<file path="src/pkg/cfd_cfg.svh">
`ifndef CFD_CFG_SVH
`define CFD_CFG_SVH
// register byte offsets
`define CFD_DIAG_ADDR      8'h00
`define CFD_MASK_ADDR      8'h04
`define CFD_CTRL_ADDR      8'h08
`define CFD_INT_STAT_ADDR  8'h0C
`define CFD_INT_MASK_ADDR  8'h10
// diagnostic and mask field positions
`define CFD_FF_BIT         15
`define CFD_POR_BIT        5
`define CFD_SE_BIT         4
`define CFD_VS_BIT         3
`define CFD_OT_BIT         2
`define CFD_TW_BIT         1
// control field positions
`define CFD_CTRL_DIRECT    0
`define CFD_CTRL_ESF       1
// interrupt event positions
`define CFD_EV_TW          0
`define CFD_EV_OT          1
`define CFD_EV_VS          2
`define CFD_EV_SE          3
// reset values
`define CFD_MASK_RST       16'h0000
`define CFD_CTRL_RST       2'h0
`define CFD_INT_MASK_RST   4'h0
// timing counts
`define CFD_PULSE_PERIODS  3'h4
`define CFD_FRAME_EDGES    5'h10
`endif

</file>
<file path="src/pkg/cfd_pkg.sv">
package cfd_pkg;
    // fault pulse sequencer states
    typedef enum logic [1:0] {
        CFD_IDLE     = 2'b00,
        CFD_ACTIVE   = 2'b01,
        CFD_INACTIVE = 2'b10
    } cfd_pulse_e;

    // register bus request
    typedef struct packed {
        logic [7:0]  addr;
        logic [31:0] wdata;
        logic        wr;
        logic        rd;
    } cfd_bus_s;

    // raw pin inputs, asynchronous to the clock
    typedef struct packed {
        logic pwm;
        logic sck;
        logic strobe_n;
        logic vdd_low;
        logic vbb_below_off;
        logic vbb_above_on;
        logic ot_cmp;
        logic tw_cmp;
    } cfd_pins_s;
endpackage

</file>
<file path="src/hdl/cfd_chip_fault.sv">
`timescale 1ns/100ps
`include "cfd_cfg.svh"
// Summary of operation
// - each diagnostic masked by a one, except logic supply and serial error
// - masked diagnostic makes no fault state, no common flag, no bit
// - faults latch in diagnostic register, cleared by full serial read or reset
// - thermal warning sets its flag, takes no protective action
// - warning: low in direct; indirect four-on four-off if esf, else inactive
// - condition clear releases steady low at once, pulse at its end
// - overtemperature sets flag; direct or esf holds fault low, gates off
// - indirect overtemperature without esf disables nothing; four-on four-off
// - gates off until supply above on-threshold, stay on until off-threshold
// - supply undervoltage sets flag, holds fault low, ignores pwm input
// - undervoltage clear re-enables gates, releases fault, flag stays latched
// - supply undervoltage monitor disabled entirely by its mask bit
// - logic supply low disables outputs and resets all logic
// - leaving power-down restores registers, then sets common and reset flags
// - frame with not exactly sixteen clock edges cancels the write
// - serial error keeps diagnostics, sets common and serial error flags
// - pulse: low rest of period plus four periods, repeat with equal gap
// - bit 15 is common fault flag, set while any latched bit set
module cfd_chip_fault
    import cfd_pkg::*;
(
    // clock and reset
    input  wire logic        clock,
    input  wire logic        rst,
    // register bus
    input  wire cfd_bus_s    bus,
    output logic [31:0]      rdata,
    // pins from the analog monitors, serial port and pwm
    input  wire cfd_pins_s   pins,
    // open-drain fault pin
    output logic             fault_out_n,
    output logic             fault_out_n_oe,
    // control toward the bridge and serial core
    output logic             gate_enable,
    output logic             pwm_accept,
    output logic             serial_write_ok,
    output logic [15:0]      diag_word,
    // interrupt
    output logic             irq
);
    // synchronised pins
    logic [7:0]  sync_a;
    logic [7:0]  sync_b;
    cfd_pins_s   pin_s;

    // two flops per pin, first stage read only by the second
    genvar gi;
    generate
        for (gi = 0; gi < 8; gi++) begin : g_sync
            always_ff @(posedge clock or posedge rst) begin
                if (rst) begin
                    sync_a[gi] <= 1'b0;
                    sync_b[gi] <= 1'b0;
                end else begin
                    sync_a[gi] <= pins[gi];
                    sync_b[gi] <= sync_a[gi];
                end
            end
        end
    endgenerate
    assign pin_s = cfd_pins_s'(sync_b);

    // registers and state
    logic        hold;
    logic        por_pend;
    logic [15:0] mask;
    logic [1:0]  ctrl;
    logic [3:0]  int_stat;
    logic [3:0]  int_mask;
    logic [5:1]  diag;
    logic        ff;
    logic        uv_state;
    logic        tw_q, ot_q, uv_q, pwm_q, sck_q, strb_q;
    logic [4:0]  edge_cnt;
    cfd_pulse_e  pst;
    logic [2:0]  pcnt;

    assign hold = pin_s.vdd_low;

    // live conditions after masking
    logic tw_live, ot_live, direct, stop_on_fault_enable;
    logic pwm_rise, sck_rise;
    logic frame_end, frame_good, frame_bad;
    assign tw_live    = pin_s.tw_cmp & ~mask[`CFD_TW_BIT];
    assign ot_live    = pin_s.ot_cmp & ~mask[`CFD_OT_BIT];
    assign direct     = ctrl[`CFD_CTRL_DIRECT];
    assign stop_on_fault_enable        = ctrl[`CFD_CTRL_ESF];
    assign pwm_rise   = pin_s.pwm & ~pwm_q;
    assign sck_rise   = pin_s.sck & ~sck_q & ~pin_s.strobe_n;
    assign frame_end  = pin_s.strobe_n & ~strb_q;
    assign frame_good = frame_end & (edge_cnt == `CFD_FRAME_EDGES);
    assign frame_bad  = frame_end & (edge_cnt != `CFD_FRAME_EDGES);

    // edge detectors and power-down pending flag
    always_ff @(posedge clock or posedge rst) begin
        if (rst) begin
            tw_q     <= 1'b0;
            ot_q     <= 1'b0;
            uv_q     <= 1'b1; // matches uv_state after reset, no false event
            pwm_q    <= 1'b0;
            sck_q    <= 1'b0;
            strb_q   <= 1'b1;
            por_pend <= 1'b1;
        end else if (hold) begin
            tw_q     <= 1'b0;
            ot_q     <= 1'b0;
            uv_q     <= 1'b1;
            pwm_q    <= 1'b0;
            sck_q    <= 1'b0;
            strb_q   <= 1'b1;
            por_pend <= 1'b1;
        end else begin
            tw_q     <= tw_live;
            ot_q     <= ot_live;
            uv_q     <= uv_state;
            pwm_q    <= pin_s.pwm;
            sck_q    <= pin_s.sck;
            strb_q   <= pin_s.strobe_n;
            por_pend <= 1'b0;
        end
    end

    // supply undervoltage with two thresholds
    always_ff @(posedge clock or posedge rst) begin
        if (rst) begin
            uv_state <= 1'b1;
        end else if (hold) begin
            uv_state <= 1'b1;
        end else if (mask[`CFD_VS_BIT]) begin
            uv_state <= 1'b0;
        end else if (pin_s.vbb_below_off) begin
            uv_state <= 1'b1;
        end else if (pin_s.vbb_above_on) begin
            uv_state <= 1'b0;
        end
    end

    // serial frame edge counter, saturates at thirty-one
    always_ff @(posedge clock or posedge rst) begin
        if (rst) begin
            edge_cnt <= 5'h00;
        end else if (hold || pin_s.strobe_n) begin
            edge_cnt <= 5'h00;
        end else if (sck_rise && edge_cnt != 5'h1F) begin
            edge_cnt <= edge_cnt + 5'h01;
        end
    end

    // diagnostic latches, new faults win over the read clear
    logic [5:1] next_diag;
    always_comb begin
        next_diag = frame_good ? 5'h00 : diag;
        if (tw_live)
            next_diag[`CFD_TW_BIT] = 1'b1;
        if (ot_live)
            next_diag[`CFD_OT_BIT] = 1'b1;
        if (uv_state && !mask[`CFD_VS_BIT])
            next_diag[`CFD_VS_BIT] = 1'b1;
        if (frame_bad)
            next_diag[`CFD_SE_BIT] = 1'b1;
        if (por_pend)
            next_diag[`CFD_POR_BIT] = 1'b1;
    end

    always_ff @(posedge clock or posedge rst) begin
        if (rst) begin
            diag <= 5'h00;
            ff   <= 1'b0;
        end else if (hold) begin
            diag <= 5'h00;
            ff   <= 1'b0;
        end else begin
            diag <= next_diag;
            ff   <= |next_diag;
        end
    end

    // pulse sequencer stepping on pwm rising edges
    logic pulse_req;
    assign pulse_req = ~direct & ((ot_live & ~stop_on_fault_enable) | (tw_live & stop_on_fault_enable));
    always_ff @(posedge clock or posedge rst) begin
        if (rst) begin
            pst  <= CFD_IDLE;
            pcnt <= 3'h0;
        end else if (hold) begin
            pst  <= CFD_IDLE;
            pcnt <= 3'h0;
        end else begin
            case (pst)
                CFD_IDLE: begin
                    if (pulse_req) begin
                        pst  <= CFD_ACTIVE;
                        pcnt <= 3'h0;
                    end
                end
                CFD_ACTIVE: begin
                    if (pwm_rise) begin
                        if (pcnt == `CFD_PULSE_PERIODS) begin
                            pst  <= CFD_INACTIVE;
                            pcnt <= 3'h0;
                        end else begin
                            pcnt <= pcnt + 3'h1;
                        end
                    end
                end
                CFD_INACTIVE: begin
                    if (!pulse_req) begin
                        pst <= CFD_IDLE;
                    end else if (pwm_rise) begin
                        if (pcnt == `CFD_PULSE_PERIODS - 3'h1) begin
                            pst  <= CFD_ACTIVE;
                            pcnt <= 3'h1; // entered on a rise, first period counted
                        end else begin
                            pcnt <= pcnt + 3'h1;
                        end
                    end
                end
                default: begin
                    pst  <= CFD_IDLE;
                    pcnt <= 3'h0;
                end
            endcase
        end
    end

    // fault pin, gate enable and pwm gating
    logic perm_low;
    assign perm_low = uv_state | (direct & (tw_live | ot_live)) | (ot_live & stop_on_fault_enable);
    always_ff @(posedge clock or posedge rst) begin
        if (rst) begin
            fault_out_n    <= 1'b0;
            fault_out_n_oe <= 1'b0;
            gate_enable    <= 1'b0;
            pwm_accept     <= 1'b0;
        end else if (hold) begin
            fault_out_n    <= 1'b0;
            fault_out_n_oe <= 1'b0;
            gate_enable    <= 1'b0;
            pwm_accept     <= 1'b0;
        end else begin
            fault_out_n    <= 1'b0;
            fault_out_n_oe <= perm_low | (pst == CFD_ACTIVE);
            gate_enable    <= ~uv_state & ~(ot_live & (direct | stop_on_fault_enable));
            pwm_accept     <= pin_s.pwm & ~uv_state;
        end
    end

    // serial outputs: write commit pulse and diagnostic word
    always_ff @(posedge clock or posedge rst) begin
        if (rst) begin
            serial_write_ok <= 1'b0;
            diag_word       <= 16'h0000;
        end else begin
            serial_write_ok <= frame_good & ~hold;
            diag_word       <= {ff, 9'h000, diag, 1'b0};
        end
    end

    // software registers: mask, control, interrupt mask
    always_ff @(posedge clock or posedge rst) begin
        if (rst) begin
            mask     <= `CFD_MASK_RST;
            ctrl     <= `CFD_CTRL_RST;
            int_mask <= `CFD_INT_MASK_RST;
        end else if (hold) begin
            mask     <= `CFD_MASK_RST;
            ctrl     <= `CFD_CTRL_RST;
            int_mask <= `CFD_INT_MASK_RST;
        end else if (bus.wr) begin
            if (bus.addr == `CFD_MASK_ADDR) begin
                mask <= bus.wdata[15:0] & 16'h000E;
            end else if (bus.addr == `CFD_CTRL_ADDR) begin
                ctrl <= bus.wdata[1:0];
            end else if (bus.addr == `CFD_INT_MASK_ADDR) begin
                int_mask <= bus.wdata[3:0];
            end
        end
    end

    // sticky interrupt status, set wins over write-one clear
    logic [3:0] ev;
    assign ev = {frame_bad, uv_state & ~uv_q, ot_live & ~ot_q, tw_live & ~tw_q};
    always_ff @(posedge clock or posedge rst) begin
        if (rst) begin
            int_stat <= 4'h0;
            irq      <= 1'b0;
        end else if (hold) begin
            int_stat <= 4'h0;
            irq      <= 1'b0;
        end else begin
            if (bus.wr && bus.addr == `CFD_INT_STAT_ADDR)
                int_stat <= (int_stat & ~bus.wdata[3:0]) | ev;
            else
                int_stat <= int_stat | ev;
            irq <= |(int_stat & ~int_mask);
        end
    end

    // read data, one cycle after the strobe, zero otherwise
    always_ff @(posedge clock or posedge rst) begin
        if (rst) begin
            rdata <= 32'h0000_0000;
        end else if (bus.rd) begin
            if (bus.addr == `CFD_DIAG_ADDR)
                rdata <= {16'h0000, ff, 9'h000, diag, 1'b0};
            else if (bus.addr == `CFD_MASK_ADDR)
                rdata <= {16'h0000, mask};
            else if (bus.addr == `CFD_CTRL_ADDR)
                rdata <= {30'h0000_0000, ctrl};
            else if (bus.addr == `CFD_INT_STAT_ADDR)
                rdata <= {28'h000_0000, int_stat};
            else if (bus.addr == `CFD_INT_MASK_ADDR)
                rdata <= {28'h000_0000, int_mask};
            else
                rdata <= 32'h0000_0000;
        end else begin
            rdata <= 32'h0000_0000;
        end
    end

    // checks
    a_tw_mask_holds: assert property (@(posedge clock) disable iff (rst)
        mask[`CFD_TW_BIT] && !diag[`CFD_TW_BIT] && !frame_bad |=> !diag[`CFD_TW_BIT])
        else $error("masked warning set its bit");
    a_serial_err_set: assert property (@(posedge clock) disable iff (rst)
        frame_bad && !hold |=> diag[`CFD_SE_BIT] && ff)
        else $error("bad frame did not flag serial error");
    a_read_clears_diag: assert property (@(posedge clock) disable iff (rst)
        frame_good && !hold && !tw_live && !ot_live && !uv_state && !por_pend
        |=> diag == 5'h00)
        else $error("complete read left diagnostics set");
    a_ff_tracks_bits: assert property (@(posedge clock) disable iff (rst)
        ff == (|diag))
        else $error("common flag disagrees with latched bits");
    a_ot_stops_gates: assert property (@(posedge clock) disable iff (rst)
        ot_live && (direct || stop_on_fault_enable) && !hold |=> !gate_enable && fault_out_n_oe)
        else $error("overtemperature did not stop gates");
    a_ot_no_action: assert property (@(posedge clock) disable iff (rst)
        ot_live && !stop_on_fault_enable && !direct && !uv_state && !hold |=> gate_enable)
        else $error("overtemperature without esf disabled gates");
    a_uv_holds_low: assert property (@(posedge clock) disable iff (rst)
        uv_state && !hold |=> fault_out_n_oe && !pwm_accept && !gate_enable)
        else $error("undervoltage did not hold fault low");
    a_tw_direct_low: assert property (@(posedge clock) disable iff (rst)
        tw_live && direct && !hold |=> fault_out_n_oe)
        else $error("direct warning did not drive fault low");
    a_pulse_length: assert property (@(posedge clock) disable iff (rst)
        pst == CFD_ACTIVE && pwm_rise && pcnt == `CFD_PULSE_PERIODS && !hold
        |=> pst == CFD_INACTIVE)
        else $error("pulse ended at the wrong period");
    a_por_flag_set: assert property (@(posedge clock) disable iff (rst)
        $fell(hold) |-> ##[1:2] (diag[`CFD_POR_BIT] && ff))
        else $error("power-down exit did not set reset flag");
    a_hold_kills_out: assert property (@(posedge clock) disable iff (rst)
        hold |=> !fault_out_n_oe && !gate_enable)
        else $error("outputs active during logic supply low");

    c_pulse_gap:  cover property (@(posedge clock) disable iff (rst)
        pst == CFD_ACTIVE ##1 pst == CFD_INACTIVE);
    c_good_frame: cover property (@(posedge clock) disable iff (rst) frame_good);
    c_bad_frame:  cover property (@(posedge clock) disable iff (rst) frame_bad);
    c_uv_release: cover property (@(posedge clock) disable iff (rst) $fell(uv_state));
endmodule // cfd_chip_fault

</file>
<file path="config.mk">
export PLATFORM = sky130hd
export DESIGN_NAME = cfd_chip_fault
export DESIGN_NICKNAME = d
export VERILOG_FILES = /design/src/pkg/cfd_pkg.sv /design/src/hdl/cfd_chip_fault.sv
export VERILOG_INCLUDE_DIRS = /design/src /design/src/pkg
export SDC_FILE = /design/constraint.sdc
export NUM_CORES = 1
export LEC_CHECK = 0
export ABC_AREA = 1
export BUFFER_PORTS_ARGS = -buffer_cell sky130_fd_sc_hd__buf_4
export CORE_UTILIZATION = 45
export DETAILED_ROUTE_END_ITERATION = 16
export PLACE_DENSITY = 0.75
export SLEW_MARGIN = 40
export SYNTH_ARGS = -nofsm -noshare
export SYNTH_HDL_FRONTEND = slang
export SYNTH_SLANG_ARGS = --single-unit
export TNS_END_PERCENT = 20
</file>
<file path="constraint.sdc">
create_clock -name clock -period 4.9 [get_ports clock]
set_input_delay 0.98 -clock clock [delete_from_list [all_inputs] [get_ports clock]]
set_output_delay 0.98 -clock clock [all_outputs]
set_load 0.01 [all_outputs]
</file>
==> qor.csv <==
metric;value;unit
io_pins;106;
worstHoldPathCells;0;
timing.final.max_slew_violations;0;
antenna_cells;0;
layout_min_cycle_time;1.83;ns
ys_async_sr_fraction;100;%
vias_per_cell;4.52;
max_freq;548;MHz
antenna_violations_before_repair;0;
die_height;88.8;microns
regArea;1780;sq um
timing.slew.headroom;58.3;%
instances_no_fill;524;
crit_family;flip-flops;
first_global_vias;2271;
seq_area_frac_synth;52.5;%
globalRouteTotalUtil;16.4;%
number_of_failing_hold_endpoints_at_the_final_stage;0;
worst_path_largest_cell_delay;0.37;ns
ys.flop_type;sky130_fd_sc_hd__dfrtp_1;
design.die.area;7890;sq um
post-place-cells;508;
syn-cell-area;3390;sq um
yosysWarnings;0;
timing.critical_path.depth;1;
initial_core_util;46.7;%
area_taken_by_multi_input_logic_gates;1250;sq um
unrepaired_setup_endpoints_after_global_routing;false;
crit_path_max_fanout;1;
finalSetupTns;0;ns
route.detailed.drc;0;
detailedRoute.firstIterationViolations;98;
worst_slack;3.07;ns
wl_per_cell;10.8;microns
yosys.cell_types.count;33;
clkSlewWorstSetupHoldPaths;0.07;ns
synth_top_cell_area_share;49.4;%
cts_inserted_buffers;9;
yosysMostFrequentCell;sky130_fd_sc_hd__dfrtp_1;
critPathCaptureType;primary output;
clock_skew;0.00698;ns
max_slew.worst_pin.slew;0.625;ns
routabilityCongestion;0.838;
totalWireLength;5.65;mm
postCtsSetupBuffers;0;
reg2regPathDepth;8;
area_delta_synth_final;15.5;%
clkSinkCount;71;
std_cell_rows;31;
hpwl;4.03;mm
grt_pass1_wl;9.78;mm
ff2ff_setup_slack;3.21;ns
synth.largest_area_cell;sky130_fd_sc_hd__dfrtp_1;
postSynthCellCount;371;
fill_cells;677;
core;7250;sq um
drt-pass1-iter-count;4;
kind_of_launch_point_of_the_worst_setup_path;flip-flop;
drive_above_1_share;20.7;%
synthesized_area_per_cell;9.14;sq um
r2r_start;edge_cnt[0]$_DFFE_PP0P_;
hold_path.class;flip-flop to flip-flop;
synth.top_cells.by_area;sky130_fd_sc_hd__dfrtp_1, sky130_fd_sc_hd__buf_4, sky130_fd_sc_hd__nand2_1;
critPathKind;flip-flop to primary output;
detailroute.via_count;2368;
maxCapViolations;0;
run_status;completed;
final_min_period_over_clock_period;37.3;%
cpMaxStageDelayCell;sky130_fd_sc_hd__dfrtp_1;
postCtsHoldBufs;0;
ys_top_cells_by_count;sky130_fd_sc_hd__dfrtp_1, sky130_fd_sc_hd__nand2_1, sky130_fd_sc_hd__inv_1;
layout.nets;484;
tritoncts;yes;
cts_root_buffer;sky130_fd_sc_hd__clkbuf_8;
globalRouteOverflowTotal;0;
critical_path_arrival;0.85;ns
crit_end;pwm_accept;
power.density;362;nW/um^2
dp_slack;2.80;ns
total_power;1.42;mW
h-tree-depth;3;
yosys_register_bits;71;
worst-path-buf-inv;1;
cp_cell_sequence;buf_4;
ir_worst_vdd;0.207;mV
cts-root-to-sink-buffers;2;
final_setup_violations;0;
numPortBuffers;41;
postRouteAntennaNets;0;
largest_net_degree_at_the_start_of_global_routing;41;
worst_skew_pair.late_latency;0.34;ns
worstSetupStartpoint;pwm_accept$_DFF_PP0_;
postCtsResizedCells;0;
worstPathRequired;3.92;ns
die_span_x;88.8;microns
crit-reg2reg-capture;edge_cnt[3]$_DFFE_PP0P_;
synth-edff-count;0;
cellLeakagePower;1.98;nW
registers in the layout (all words and copies together), names as in the netlist, 2 cells and up:
name       flops
sync_a         8
pin_s          7
rdata          7
diag_word      6
diag           5
edge_cnt       5
int_mask       4
int_stat       4
mask           3
pcnt           3
ctrl           2
pst            2
placed cells by master (no fill, tap or decap):
cell type / n
sky130_fd_sc_hd__dfrtp_2: 1
sky130_fd_sc_hd__a31oi_1: 3
sky130_fd_sc_hd__buf_4: 42
sky130_fd_sc_hd__nand2_1: 59
sky130_fd_sc_hd__inv_2: 10
sky130_fd_sc_hd__or2_1: 1
sky130_fd_sc_hd__nor2_2: 3
sky130_fd_sc_hd__conb_1: 36
sky130_fd_sc_hd__ha_1: 12
sky130_fd_sc_hd__nand3b_1: 2
sky130_fd_sc_hd__inv_1: 43
sky130_fd_sc_hd__xor2_1: 1
sky130_fd_sc_hd__bufinv_16: 3
sky130_fd_sc_hd__nor3_4: 2
sky130_fd_sc_hd__a21oi_1: 15
sky130_fd_sc_hd__nand3_1: 27
sky130_fd_sc_hd__o21ai_1: 16
sky130_fd_sc_hd__nand2_2: 2
sky130_fd_sc_hd__o21ai_2: 1
sky130_fd_sc_hd__clkbuf_8: 9
sky130_fd_sc_hd__nand4_1: 3
sky130_fd_sc_hd__nor2_4: 2
sky130_fd_sc_hd__o21bai_1: 2
sky130_fd_sc_hd__o22ai_1: 2
sky130_fd_sc_hd__clkbuf_1: 2
sky130_fd_sc_hd__nor2_1: 40
sky130_fd_sc_hd__a21oi_2: 2
sky130_fd_sc_hd__clkinv_1: 1
sky130_fd_sc_hd__nand3_4: 2
sky130_fd_sc_hd__or2_2: 2
sky130_fd_sc_hd__inv_6: 1
sky130_fd_sc_hd__a211oi_1: 1
sky130_fd_sc_hd__nor3_2: 1
sky130_fd_sc_hd__dfrtp_1: 66
sky130_fd_sc_hd__clkinvlp_4: 1
sky130_fd_sc_hd__dfstp_2: 4
sky130_fd_sc_hd__o21ai_0: 3
sky130_fd_sc_hd__o2bb2ai_1: 2
routing by layer:
layer	track usage, %	share of wire (%)
met3	3.45	5.4
met1	19.9	45
met2	28.3	48
met5	0	0
met4	7.48	1.4
power by group:
part           internal [mW]  total (mW)  switching, mW
combinational         0.0771       0.216          0.139
sequential             0.624       0.650         0.0259
clock                  0.340       0.553          0.213
total                   1.04        1.42          0.377
stage by stage:
step           hold slack [ns]  utilization, %  area, sq um
6_report                 0.350            54.0         3920
5_1_grt                  0.357            54.0         3920
4_1_cts                  0.352            54.0         3910
3_5_place_dp             0.335            50.7         3680
3_3_place_gp             0.334            50.7         3680
2_1_floorplan            0.331               -         3520
kinds of logic (layout without fill, tap and decap cells):
kind of cell / Yosys count / after routing / synth area share [%]
AND/OR/NAND/NOR: 146 / 146 / 20.4
buffers and inverters: 93 / 112 / 14.4
flip-flops: 71 / 71 / 52.5
AO/OA/AOI/OAI: 47 / 47 / 7.90
adder cells (fa/ha/maj): 12 / 12 / 4.43
other: 1 / 36 / 0.111
XOR/XNOR: 1 / 1 / 0.258
area by class of cell:
cell class	instances	share of cell area [%]
Tap cell	99	3.16
Multi-Input combinational cell	242	32.0
Clock inverter	5	2.72
Sequential cell	71	45.5
Timing Repair Buffer	42	8.05
Clock buffer	11	3.36
Inverter	54	5.18
how the worst min path moves through the flow:
stage                              from            endpoint  slack (ns)
detailed placement  sync_a[4]$_DFF_PP0_      hold$_DFF_PP0_        0.33
global route        sync_a[0]$_DFF_PP0_  pin_s[0]$_DFF_PP0_        0.36
CTS                 sync_a[5]$_DFF_PP0_  pin_s[5]$_DFF_PP0_        0.35
global placement    sync_a[0]$_DFF_PP0_  pin_s[0]$_DFF_PP0_        0.33
finish              sync_a[6]$_DFF_PP0_  pin_s[6]$_DFF_PP0_        0.35
floorplan           sync_a[4]$_DFF_PP0_      hold$_DFF_PP0_        0.33
No activity file was read; power rests on OpenSTA's default activity.
